`src/hw/rwsi_params.svh`:
```
/*
  reset and wake-up init values, vectors and field positions for the
  reset/wake sequencer. assumes inclusion by the rwsi package only.
*/
`ifndef RWSI_PARAMS_SVH
`define RWSI_PARAMS_SVH
`define RWSI_PC_W        21
`define RWSI_SP_W        5
`define RWSI_STK_DEPTH   31
`define RWSI_VEC_HIGH    21'h000008
`define RWSI_VEC_LOW     21'h000018
`define RWSI_PC_RST      21'h000000
`define RWSI_PC_STEP     21'h000002
`define RWSI_SP_RST      5'h00
`define RWSI_PA_BIT      6
`define RWSI_INTCON_POR  8'h00
`define RWSI_INTCON3_RST 8'hc0
`define RWSI_PIR_RST     8'h00
`define RWSI_STKFUL_BIT  7
`define RWSI_STKUNF_BIT  6
`endif

```
`src/hw/rwsi_pkg.sv`:
```
/*
  types for the reset/wake sequencer.
  assumes rwsi_params.svh is on the include path.
*/
`include "rwsi_params.svh"
package rwsi_pkg;
  typedef logic [`RWSI_PC_W-1:0] rwsi_pc_t;
  typedef logic [`RWSI_SP_W-1:0] rwsi_sp_t;
  typedef enum logic [1:0] {
    RWSI_IDLE  = 2'b00,
    RWSI_SLEEP = 2'b01,
    RWSI_PUSH  = 2'b10
  } rwsi_state_e;
  typedef enum logic [1:0] {
    RWSI_EV_NONE  = 2'b00,
    RWSI_EV_POR   = 2'b01,
    RWSI_EV_RST   = 2'b10,
    RWSI_EV_WAKE  = 2'b11
  } rwsi_event_e;
endpackage

```
`src/hw/rwsi_event_if.sv`:
```
/*
  carries the decoded init event from the classifier to the core block.
  assumes one clock shared by both ends.
*/
`timescale 1ns/1ps
interface rwsi_event_if;
  import rwsi_pkg::*;
  rwsi_event_e ev;
  logic        wake_irq;
  logic        wake_high;
  modport src (output ev, output wake_irq, output wake_high);
  modport dst (input ev, input wake_irq, input wake_high);
endinterface

```
`src/hw/rwsi_classify.sv`:
```
/*
  classifies reset sources and wake causes into one init event.
  assumes all inputs already synchronised; sleep flag from the core.
*/
`timescale 1ns/1ps
module rwsi_classify
  import rwsi_pkg::*;
(
  input  wire logic  por_req,
  input  wire logic  bor_req,
  input  wire logic  pin_rst,
  input  wire logic  wdt_tmo,
  input  wire logic  rst_instr,
  input  wire logic  stk_rst,
  input  wire logic  asleep,
  input  wire logic  irq_high,
  input  wire logic  irq_low,
  rwsi_event_if.src  evo
);
  always_comb begin
    evo.wake_irq  = 1'b0;
    evo.wake_high = irq_high;
    if (por_req || bor_req) begin
      evo.ev = RWSI_EV_POR;
    end else if (pin_rst || rst_instr || stk_rst ||
                 (wdt_tmo && !asleep)) begin
      evo.ev = RWSI_EV_RST;
    end else if (asleep && (wdt_tmo || irq_high || irq_low)) begin
      evo.ev       = RWSI_EV_WAKE;
      evo.wake_irq = irq_high || irq_low;
    end else begin
      evo.ev = RWSI_EV_NONE;
    end
  end
endmodule

```
`src/hw/rwsi_top.sv`:
```
/*
  reset and wake-up state initialisation: program counter, return stack,
  irq flag registers and port a bit 6 gating per oscillator mode.
  assumes one 10 mhz clock; raw reset sources and irq lines are async.
*/
// Contract
// distinct init values for por/bor, other resets, and wake-up
// irq wake with a global enable pushes pc into the stack top bytes
// irq wake with a global enable advances the stack pointer
// irq wake with a global enable loads pc with vector 0008h or 0018h
// wake-up sets at least one irq control or request flag
// port a bit 6 and its latch/direction live only in freeing osc modes
// bits marked unchanged keep their value through the event
`timescale 1ns/1ps
module rwsi_top
  import rwsi_pkg::*;
(
  input  wire logic        ref_clk,
  input  wire logic        nrst,
  input  wire logic        por_req,
  input  wire logic        bor_req,
  input  wire logic        external_reset_pin,
  input  wire logic        watchdog_timer,
  input  wire logic        rst_instr,
  input  wire logic        stk_rst,
  input  wire logic        sleep_req,
  input  wire logic        irq_high_req,
  input  wire logic        irq_low_req,
  input  wire logic [7:0]  periph_irq_src,
  input  wire logic        high_prio_global_irq_enable,
  input  wire logic        low_prio_global_irq_enable,
  input  wire logic        step,
  input  wire logic        osc_frees_pin,
  input  wire logic        latch_wr,
  input  wire logic        latch_wr_val,
  input  wire logic        dir_wr,
  input  wire logic        dir_wr_val,
  input  wire logic        pin_in,
  output logic [20:0]      pc,
  output logic [4:0]       stack_pointer_reg,
  output logic [4:0]       stack_top_upper,
  output logic [7:0]       stack_top_high,
  output logic [7:0]       stack_top_low,
  output logic [7:0]       irq_control_regs,
  output logic [7:0]       periph_irq_request_regs,
  output logic             asleep,
  output logic             port_a_pins,
  output logic             port_a_latch,
  output logic             port_a_direction,
  output logic [1:0]       last_event
);
  typedef struct packed {
    rwsi_state_e st;
    rwsi_pc_t    pc;
    rwsi_sp_t    sp;
    rwsi_pc_t    tos;
    logic [7:0]  intcon;
    logic [7:0]  pir;
    logic        lat;
    logic        dir;
    logic        pin;
    logic [1:0]  ev;
    logic [9:0]  s1;
    logic [9:0]  s2;
    logic [7:0]  p1;
    logic [7:0]  p2;
  } rwsi_reg_s;

  rwsi_reg_s   r_r;
  rwsi_reg_s   r_nxt;
  rwsi_pc_t    stack_mem [`RWSI_STK_DEPTH];
  logic        push_en;
  rwsi_event_if evi();

  // s2 bits: 0 por 1 bor 2 pin 3 wdt 4-5 tied low (instr, stk go in direct) 6 hi 7 lo 8 sleep 9 pa6
  rwsi_classify u_cls (
    .por_req   (r_r.s2[0]),
    .bor_req   (r_r.s2[1]),
    .pin_rst   (r_r.s2[2]),
    .wdt_tmo   (r_r.s2[3]),
    .rst_instr (rst_instr),
    .stk_rst   (stk_rst),
    .asleep    (r_r.st == RWSI_SLEEP),
    .irq_high  (r_r.s2[6]),
    .irq_low   (r_r.s2[7]),
    .evo       (evi)
  );

  function automatic logic gie_on(input logic hi, input logic lo);
    gie_on = hi || lo;
  endfunction

  always_comb begin
    r_nxt    = r_r;
    push_en  = 1'b0;
    r_nxt.s1 = {pin_in, sleep_req, irq_low_req, irq_high_req, 1'b0,
                1'b0, watchdog_timer, external_reset_pin, bor_req, por_req};
    r_nxt.s2 = r_r.s1;
    r_nxt.p1 = periph_irq_src;
    r_nxt.p2 = r_r.p1;
    // last event stands until the next one
    if (evi.ev != RWSI_EV_NONE) begin
      r_nxt.ev = evi.ev;
    end
    // irq request flags latch while running; set wins over nothing else
    r_nxt.pir = r_r.pir | r_r.p2;
    case (evi.ev)
      RWSI_EV_POR: begin
        r_nxt.st     = RWSI_IDLE;
        r_nxt.pc     = `RWSI_PC_RST;
        r_nxt.sp     = `RWSI_SP_RST;
        r_nxt.tos    = `RWSI_PC_RST;
        r_nxt.intcon = `RWSI_INTCON_POR;
        r_nxt.pir    = `RWSI_PIR_RST;
        r_nxt.lat    = 1'b0;
        r_nxt.dir    = 1'b1;
      end
      RWSI_EV_RST: begin
        r_nxt.st     = RWSI_IDLE;
        r_nxt.pc     = `RWSI_PC_RST;
        r_nxt.tos    = `RWSI_PC_RST;
        // all stack pointer bits clear, no overflow/underflow flags kept
        r_nxt.sp     = `RWSI_SP_RST;
        r_nxt.intcon = {r_r.intcon[7:1] & 7'h00, r_r.intcon[0]};
        r_nxt.pir    = `RWSI_PIR_RST;
        r_nxt.dir    = 1'b1;
      end
      RWSI_EV_WAKE: begin
        r_nxt.st = RWSI_IDLE;
        r_nxt.pc = r_r.pc + `RWSI_PC_STEP;
        if (evi.wake_irq) begin
          // cause recorded in the flag registers
          r_nxt.intcon[1] = 1'b1;
          r_nxt.pir       = r_r.pir | r_r.p2;
          if (gie_on(high_prio_global_irq_enable,
                     low_prio_global_irq_enable)) begin
            r_nxt.st = RWSI_PUSH;
          end
        end else begin
          r_nxt.intcon[2] = 1'b1;
        end
      end
      default: begin
        case (r_r.st)
          RWSI_IDLE: begin
            if (r_r.s2[8]) begin
              r_nxt.st = RWSI_SLEEP;
            end else if (step) begin
              r_nxt.pc = r_r.pc + `RWSI_PC_STEP;
            end
          end
          RWSI_SLEEP: begin
            r_nxt.st = RWSI_SLEEP; // pc, stack and intcon held; request flags and port a still update
          end
          RWSI_PUSH: begin
            push_en  = 1'b1;
            r_nxt.tos = r_r.pc;
            r_nxt.sp = r_r.sp + 5'h01;
            r_nxt.pc = evi.wake_high ? `RWSI_VEC_HIGH
                                     : `RWSI_VEC_LOW;
            r_nxt.st = RWSI_IDLE;
          end
          default: begin
            r_nxt.st = RWSI_IDLE;
          end
        endcase
      end
    endcase
    // port a bit 6 exists only in freeing osc modes
    if (osc_frees_pin) begin
      if (latch_wr) begin
        r_nxt.lat = latch_wr_val;
      end
      if (dir_wr) begin
        r_nxt.dir = dir_wr_val;
      end
      r_nxt.pin = r_r.s2[9];
    end else begin
      r_nxt.lat = 1'b0;
      r_nxt.dir = 1'b0;
      r_nxt.pin = 1'b0;
    end
  end

  always_ff @(posedge ref_clk) begin
    if (!nrst) begin
      r_r <= '0;
    end else begin
      r_r <= r_nxt;
    end
  end

  always_ff @(posedge ref_clk) begin
    if (push_en && r_r.sp < 5'(`RWSI_STK_DEPTH)) begin
      stack_mem[r_r.sp] <= r_r.pc;
    end
  end

  assign pc                      = r_r.pc;
  assign stack_pointer_reg       = r_r.sp;
  assign stack_top_upper         = r_r.tos[20:16];
  assign stack_top_high          = r_r.tos[15:8];
  assign stack_top_low           = r_r.tos[7:0];
  assign irq_control_regs        = r_r.intcon;
  assign periph_irq_request_regs = r_r.pir;
  assign asleep                  = (r_r.st == RWSI_SLEEP);
  assign port_a_pins             = r_r.pin;
  assign port_a_latch            = r_r.lat;
  assign port_a_direction        = r_r.dir;
  assign last_event              = r_r.ev;
endmodule

```
`config.mk`:
```
export PLATFORM = sky130hd
export DESIGN_NAME = rwsi_top
export DESIGN_NICKNAME = d
export VERILOG_FILES = /design/src/hw/rwsi_pkg.sv /design/src/hw/rwsi_event_if.sv /design/src/hw/rwsi_classify.sv /design/src/hw/rwsi_top.sv
export VERILOG_INCLUDE_DIRS = /design/src /design/src/hw
export SDC_FILE = /design/constraint.sdc
export NUM_CORES = 1
export LEC_CHECK = 0
export BUFFER_PORTS_ARGS = -buffer_cell sky130_fd_sc_hd__buf_2
export CAP_MARGIN = 20
export CORE_ASPECT_RATIO = 1.25
export CORE_MARGIN = 2
export CORE_UTILIZATION = 48
export DETAILED_ROUTE_END_ITERATION = 6
export HOLD_SLACK_MARGIN = 0.15
export PLACE_DENSITY = 0.87
export SYNTH_ARGS = -nofsm -noshare
export SYNTH_HDL_FRONTEND = slang
export SYNTH_SLANG_ARGS = --single-unit
export TNS_END_PERCENT = 5
```
`constraint.sdc`:
```
create_clock -name ref_clk -period 3.5 [get_ports ref_clk]
set_input_delay 0.875 -clock ref_clk [delete_from_list [all_inputs] [get_ports ref_clk]]
set_output_delay 0.875 -clock ref_clk [all_outputs]
set_load 0.02 [all_outputs]
```
# == Word level (Yosys, flattened, before mapping) ==
# Cells that the tools add are included.
# W data, S select, Z words.
# totals
regBits,100
latchBits,0
ramBits,0
romBits,0
input_bits,28
out_inout_bits,69
word_cells,80
n_memories,0
# classes
addsub,2
n_mul,0
div,0
order_cmp,0
n_eq_ne,10
n_shift,0
n_mux,24
n_bitwise,3
n_reduce_logical,25
# ops
op,count
$pmux W26 S2,1
$pmux W23 S2,1
$mux W21,2
$pmux W21 S2,1
$mux W26,1
$add A21 B2 Y21 const B,1
$mux W2,6
$ne A4 B4 Y1 const B,3
$reduce_bool A2 Y1,5
$mux W1,9
$logic_or A1 B1 Y1,8
$or A8 B8 Y8,1
$pmux W2 S2,2
$reduce_and A2 Y1,4
$eq A2 B2 Y1 const B,3
$add A5 B1 Y5 const B,1
$mux W5,1
$eq A2 B1 Y1 const B,2
$ne A2 B2 Y1 const B,2
$reduce_bool A4 Y1,1
$reduce_and A3 Y1,1
$reduce_or A3 Y1,1
$logic_and A1 B1 Y1,2
$logic_not A2 Y1,1
other kinds (3),4

# == Longest topological paths before layout ==
# Gate-level depths: netlist of run 1.
# logic_depth
depth_word,10
depth_mapped,11
ltp_nobuf,9

# == By module ==
# From an unflattened synthesis of run 1, not the netlist that was laid out.
# hier_totals
cells_unflattened,429
area_unflattened_um2,4020.1
# by_module_without_submodules
module,instances,cells_each,area_per_inst_um2,seq_area_each_um2
rwsi_top,1,419,3953.8,1901.8
rwsi_classify,1,10,66.3,0.0

# == Worst setup path after synthesis of run 1 ==
# OpenSTA, ideal clock, no wires.
# synth_path
path_kind,input -> register
startpoint,in rst_instr
endpoint,reg r_r (netlist bit pc[15])
setup_time_ps,115
t_arrival_ps,3286
t_required_ps,3385
slack_ps,99
stages,10
n_path_buf,2
path_cell_list,or3_1 o31ai_1 inv_1 ha_1 or4_1 buf_6 o2111ai_4 buf_6 nor3_1 o21ba_1
# synth_via
elab_chain_cells,9
elab_cells_between_ends,14
classes_between,eq/ne: 5; mux: 3; reduce/logical: 6
# synth_rtl
element,line_no,source
"start, declared",rwsi_top.sv:24,"input wire logic rst_instr,"
$logic_or A1 B1 Y1 * (3 in series),rwsi_classify.sv:25,end else if (pin_rst || rst_instr || stk_rst ||
$mux W2 *,rwsi_classify.sv:25,
$mux W2 *,rwsi_classify.sv:23,if (por_req || bor_req) begin
net evi.ev[1],rwsi_event_if.sv:8,rwsi_event_e ev;
$eq A2 B2 Y1 / $eq A2 B1 Y1 (equally long branches),-,
$reduce_or A2 Y1 (no line),-,
$ne A4 B4 Y1 (no line) / $reduce_bool A4 Y1 (equally long branches),-,
$reduce_and A3 Y1 (no line),-,
"end signal, assigned",rwsi_top.sv:189,r_r <= r_nxt;
"end, declared",rwsi_top.sv:69,rwsi_reg_s r_r;
# Mark *: on every way through the listed nets, which the timed path passes. The rest lies on a longest branch.
# A chain may end at the register's enable or synchronous reset.

# == Worst setup path in the final report of run 1 ==
# Ends and elaborated chain as after synthesis.

==> results.yml, run 1 <==
timing:
  period_share_pct: 93.5
  setup_tns_ns: 0
  final_hold_viol_count: 0
  period_needed_ns: 3.27
  setup_viol: 0
  final_max_slew_viol_count: 0
  grt_setup_unrepaired: "false"
  final.setup_skew_ns: 0.00940
  hold_ws_ns: 0.432
  fin_ws_ns: 0.226
  timing.fmax_ghz: 0.305
placed_design:
  pre_cts_ws_ns: -0.131
  port_buffers: 89
  dp.cells: 541
  dp_hpwl_um: 5520
  globalplace.congestion: 0.785
routing:
  vias: 2912
  avgRoutedWirePerCell_um: 13.3
  drt-initial-drc-count: 91
  drt-total-wl_um: 7430
  remaining_drc_errors: 0
  postRouteAntennaNets: 0
  firstDrtPassIters: 4
  vias_per_cell: 5.23
synth:
  ys.flop_type: "dfxtp_1"
  ys_async_sr_fraction_pct: 0
  yosysSeqAreaShare_pct: 47.5
  synth_cell_types: 47
  synth_enable_flop_cells: 0
  synth_seq_cells: 95
  synth_warnings: 0
  syn_area_per_cell_um2: 9.53
  syn_inst: 420
  netlist_area_um2: 4000
cts:
  cts.sinks: 95
  cts_resized: 0
  root_buffer: "clkbuf_8"
  postCtsHoldBufs: 0
  cts_tree: "done"
  ctsLongestPathBuffers: 2
  htree_num_levels: 3
  clock_latency_ns: 0.35
  numCtsBuffers: 9
  post_cts_buffers: 0
  clk_pin_slew_ns: 0.09
pwr:
  p_total_mw: 2.01
  p_int_mw: 1.51
  p_sw_mw: 0.498
  combPwrFrac_pct: 9.0
  leakage_nw: 1.84
  clockPowerShare_pct: 35.1
  p_per_area_nw_per_um2: 467
  seqPwrFrac_pct: 55.9
  ir_drop_mv: 0.314
  swShare_pct: 24.8
setup_path:
  worst_r2r_path_depth: 8
  crit_path_start_kind: "input port"
  worstPathMaxFanout: 17
  worst_ep_required_time_ns: 3.79
  criticalPathCategory: "input port to flip-flop"
  cp.arrival_ns: 3.57
  reg2reg_slack_ns: 0.56
  end_kind: "flip-flop"
global_routing:
  grt_max_degree: 40
  grt_pass1_vias: 2803
  grt_overflow: 0
  gr-usage-all-layers_pct: 16.8
  grt_pass1_wl_um: 12200
  antenna_found_initial: 0
floorplan:
  start_util_pct: 49.1
  die_width_um: 85.7
  rows: 37
  ios: 97
  core_area_um2: 8150
  die_y_um: 106
  die_area_um2: 9090
finish:
  drive_gt1_share_pct: 26.3
  n_antenna_cell: 0
  largest_reg_flops: 20
  area_delta_synth_final_pct: 7.44
  final_cells: 557
  nNetsFinal: 490
worst_hold_path:
  hp-class: "flip-flop to flip-flop"
  hold-path-cell-count: 2
job:
  drv_cap: 0
status:
  run_status: "finished clean"
power by group through the flow:
stage	sequential (mW)	combinational [mW]	clock, mW
6_report	1.12	0.180	0.705
5_1_grt	1.12	0.199	0.775
4_1_cts	1.12	0.182	0.729
3_5_place_dp	1.15	0.182	0
3_3_place_gp	1.15	0.174	0
2_1_floorplan	1.14	0.140	0
metal layers:
metal | vias up | track usage (%) | part of all wire [%]
met5 | - | 0 | 0
met4 | 0 | 6.12 | 1.3
met1 | 1363 | 17.5 | 40
li1 | 1464 | - | -
met3 | 8 | 5.05 | 5.2
met2 | 77 | 31.3 | 53
metrics by stage:
stage,cell area (um2),util [%]
floorplan,4030,-
global placement,4100,50.3
detailed placement,4100,50.3
CTS,4300,52.8
global route,4300,52.8
finish,4300,52.8
critical path: stages:
cell     delay (ns)
buf_2          0.10
or3_1          0.39
o31ai_1        0.35
inv_1          0.11
ha_1           0.35
or4_1          0.60
o22ai_1        0.26
nand2_2        0.23
o21ba_1        0.30
path summary, 6_finish.rpt:
kind,start,end
min reg2reg,stack_top_low[0],stack_top_low[0]
max,rst_instr,pc[15]
min,stack_top_low[0],stack_top_low[0]
max reg2reg,r_r[18],pc[15]
synth_stat cells (all sizes together), types with 2 or more instances:
master	count	area (um2)
dfxtp	95	1900
buf	72	544
nor2	39	146
and2	34	213
a21oi	23	115
a22oi	21	158
nand2	12	47.6
o21ai	12	63.8
o31ai	11	82.6
clkbuf	9	33.8
o21a	9	67.6
or4	9	67.6
inv	8	30.0
or3	8	50.1
ha	7	87.6
nand3	6	30.0
nor3	6	30.0
nand4	4	25.0
and3	3	18.8
and4	3	26.3
nor3b	3	22.5
xor2	3	26.3
o2111ai	2	52.6
o211ai	2	15.0
o21ba	2	20.0
xnor2	2	17.5
final cells by class:
cell class / instances / area (um2)
Clock buffer: 10 / 128
Clock inverter: 6 / 71.3
Fill cell: 779 / 3850
Inverter: 9 / 33.8
Multi-Input combinational cell: 241 / 1510
Sequential cell: 95 / 1900
Tap cell: 97 / 121
Timing Repair Buffer: 99 / 533
kinds of logic (layout without fill, tap and decap cells):
kind of cell | after synthesis | after routing | synth area share (%)
flops | 95 | 95 | 47.5
buf+inv | 90 | 124 | 15.3
fa+ha+maj | 7 | 7 | 2.19
compound gates | 86 | 86 | 15.1
xor+xnor | 5 | 5 | 1.09
simple gates | 136 | 136 | 18.7
other cells | 1 | 7 | 0.0937
cell usage in the layout (no fill, tap or decap), drive strengths merged, types with 2 or more instances in the layout:
cell type and instances:
buf 99, dfxtp 95, nor2 39, and2 34, a21oi 23, a22oi 21, nand2 12, o21ai 12
o31ai 11, clkbuf 10, or4 9, o21a 9, or3 8, inv 8, ha 7, conb 7
nor3 6, nand3 6, nand4 4, clkinv 4, and3 3, and4 3, xor2 3, nor3b 3
o2111ai 2, xnor2 2, o211ai 2, clkinvlp 2, o21ba 2
No activity file was read; power rests on OpenSTA's default activity.
==> run 2: changes to the inputs <==
--- a/config.mk
+++ b/config.mk
@@ -11,6 +11,7 @@
 export CORE_ASPECT_RATIO = 1.25
 export CORE_MARGIN = 2
 export CORE_UTILIZATION = 48
+export CTS_BUF_LIST = sky130_fd_sc_hd__clkbuf_16
 export DETAILED_ROUTE_END_ITERATION = 6
 export HOLD_SLACK_MARGIN = 0.15
 export PLACE_DENSITY = 0.87
==> run 2 against run 1 <==
Compared with the run above: routed wire length increased by 0.91%; critical path depth unchanged; power up 12%; utilization rose by 1.2 points; register-to-register slack gained 0.02 ns; first-iteration DRC count rose by 13%; flip-flop and latch count is the same; clock power rose by 35%; non-clock buffer count stayed put; global-route usage about the same; critical endpoint is now pc[20]; highest routed layer unchanged.
==> results.yml, run 2 (synthesis gave the netlist of run 1 again) <==
status:
  run_status: "finished clean"
placed_design:
  globalplace.congestion: 0.785
  dp_hpwl_um: 5520
  port_buffers: 89
  dp.cells: 541
pwr:
  p_int_mw: 1.73
  p_total_mw: 2.25
  ir_drop_mv: 0.357
  p_per_area_nw_per_um2: 512
  p_sw_mw: 0.524
  seqPwrFrac_pct: 49.8
  clockPowerShare_pct: 42.2
  swShare_pct: 23.2
  combPwrFrac_pct: 8.0
  leakage_nw: 1.89
job:
  drv_cap: 0
routing:
  drt-total-wl_um: 7500
  drt-initial-drc-count: 103
  vias: 2891
  vias_per_cell: 5.19
  avgRoutedWirePerCell_um: 13.5
  firstDrtPassIters: 4
  remaining_drc_errors: 0
  postRouteAntennaNets: 0
setup_path:
  reg2reg_slack_ns: 0.58
  slowest_stage: "or4_1"
  cp_top_family: "simple AND/OR/NAND/NOR gates"
  end_kind: "flip-flop"
  cp_slowest_stage_delay_ns: 0.66
  worst_ep_required_time_ns: 3.70
  crit-reg2reg-launch: "r_r[18]"
  crit_path_frequent_cell: "or3_1"
  worstPathCellList: "buf_2 -> or3_1 -> o31ai_1 -> inv_1 -> ha_1 -> or4_1 -> o2111ai_4 -> or3_1 -> a21oi_1"
  crit_buf_inv: 2
  worst_r2r_path_depth: 8
  worstPathMaxFanout: 15
  cp.arrival_ns: 3.48
  criticalPathCategory: "input port to flip-flop"
  crit_path_start_kind: "input port"
  reg2reg_to: "pc[20]"
cts:
  post_cts_buffers: 0
  root_buffer: "clkbuf_16"
  postCtsHoldBufs: 0
  cts.sinks: 95
  numCtsBuffers: 9
  htree_num_levels: 3
  cts_tree: "done"
  clk_pin_slew_ns: 0.07
  clock_latency_ns: 0.33
  ctsLongestPathBuffers: 2
  cts_resized: 0
timing:
  timing.fmax_ghz: 0.305
  grt_setup_unrepaired: "false"
  final_hold_viol_count: 0
  setup_viol: 0
  setup_tns_ns: 0
  final.setup_skew_ns: 0.00695
  period_needed_ns: 3.28
  final_max_slew_viol_count: 0
  period_share_pct: 93.7
worst_hold_path:
  hold-path-cell-count: 2
  min_to: "stack_top_low[0]"
  hp-class: "flip-flop to flip-flop"
  hp-start: "stack_top_low[0]"
floorplan:
  start_util_pct: 49.1
  die_width_um: 85.7
  die_y_um: 106
  rows: 37
  ios: 97
  die_area_um2: 9090
  core_area_um2: 8150
finish:
  largest_reg_flops: 20
  n_antenna_cell: 0
  final_cells: 557
  layout_commonest_cell: "dfxtp_1"
  area_delta_synth_final_pct: 9.97
  nNetsFinal: 490
  final_cell_mix: "dfxtp_1 (95), buf_2 (89), nor2_1 (39)"
  drive_gt1_share_pct: 26.3
global_routing:
  grt_overflow: 0
  grt_pass1_vias: 2796
  gr-usage-all-layers_pct: 16.8
  grt_pass1_wl_um: 12200
  grt_max_degree: 40
  antenna_found_initial: 0
-- run 2: cell count changes in the layout (fill, tap and decap cells not counted) --
| cell | before | now |
|---|---|---|
| clkbuf_16 | 0 | 9 |
| clkbuf_8 | 9 | 0 |
| clkbuf_1 | 1 | 0 |
| inv_1 | 8 | 9 |
-- run 2: worst max path at each step --
stage | start | endpoint | slack [ns] | cells after the start
global route | rst_instr | pc[10] | 0.006 | 9
finish | rst_instr | pc[20] | 0.22 | 9
floorplan | rst_instr | pc[15] | 0.1 | 10
global placement | rst_instr | pc[15] | -0.01 | 9
detailed placement | rst_instr | pc[15] | -0.13 | 9
CTS | rst_instr | pc[15] | 0.21 | 9
-- run 2: metrics by stage --
step	util [%]	hold slack, ns	setup WS [ns]	area (um2)
6_report	54.0	0.429	0.219	4400
3_5_place_dp	50.3	0.417	-0.131	4100
4_1_cts	54.0	0.429	0.215	4400
5_1_grt	54.0	0.452	0.00621	4400
3_3_place_gp	50.3	0.413	-0.0127	4100
2_1_floorplan	-	0.410	0.0988	4030
-- run 2: worst min-delay path, delay by kind of cell, from the launching register on --
kind | cells | cell delay (ns)
and+or+nand+nor | 2 | 0.08
DFF | 1 | 0.31
-- run 2: final cells by class --
| class | count | area [um2] |
|---|---|---|
| Inverter | 9 | 33.8 |
| Clock buffer | 9 | 225 |
| Fill cell | 758 | 3750 |
| Sequential cell | 95 | 1900 |
| Tap cell | 97 | 121 |
| Clock inverter | 7 | 75.1 |
| Timing Repair Buffer | 99 | 533 |
| Multi-Input combinational cell | 241 | 1510 |
-- run 2: power by group through the flow --
stage	clock (mW)	sequential, mW	combinational (mW)
finish	0.951	1.12	0.180
global route	1.03	1.12	0.199
CTS	0.981	1.12	0.183
detailed placement	0	1.15	0.182
global placement	0	1.15	0.174
floorplan	0	1.14	0.140
-- run 2: layer usage --
layer  up-vias  GRT usage (%)  share of wire [%]
met5         -              0                  0
met4         0           6.69                1.2
met3         8           4.11                4.9
met2        77           31.5                 54
met1      1347           17.7                 40
li1       1459              -                  -
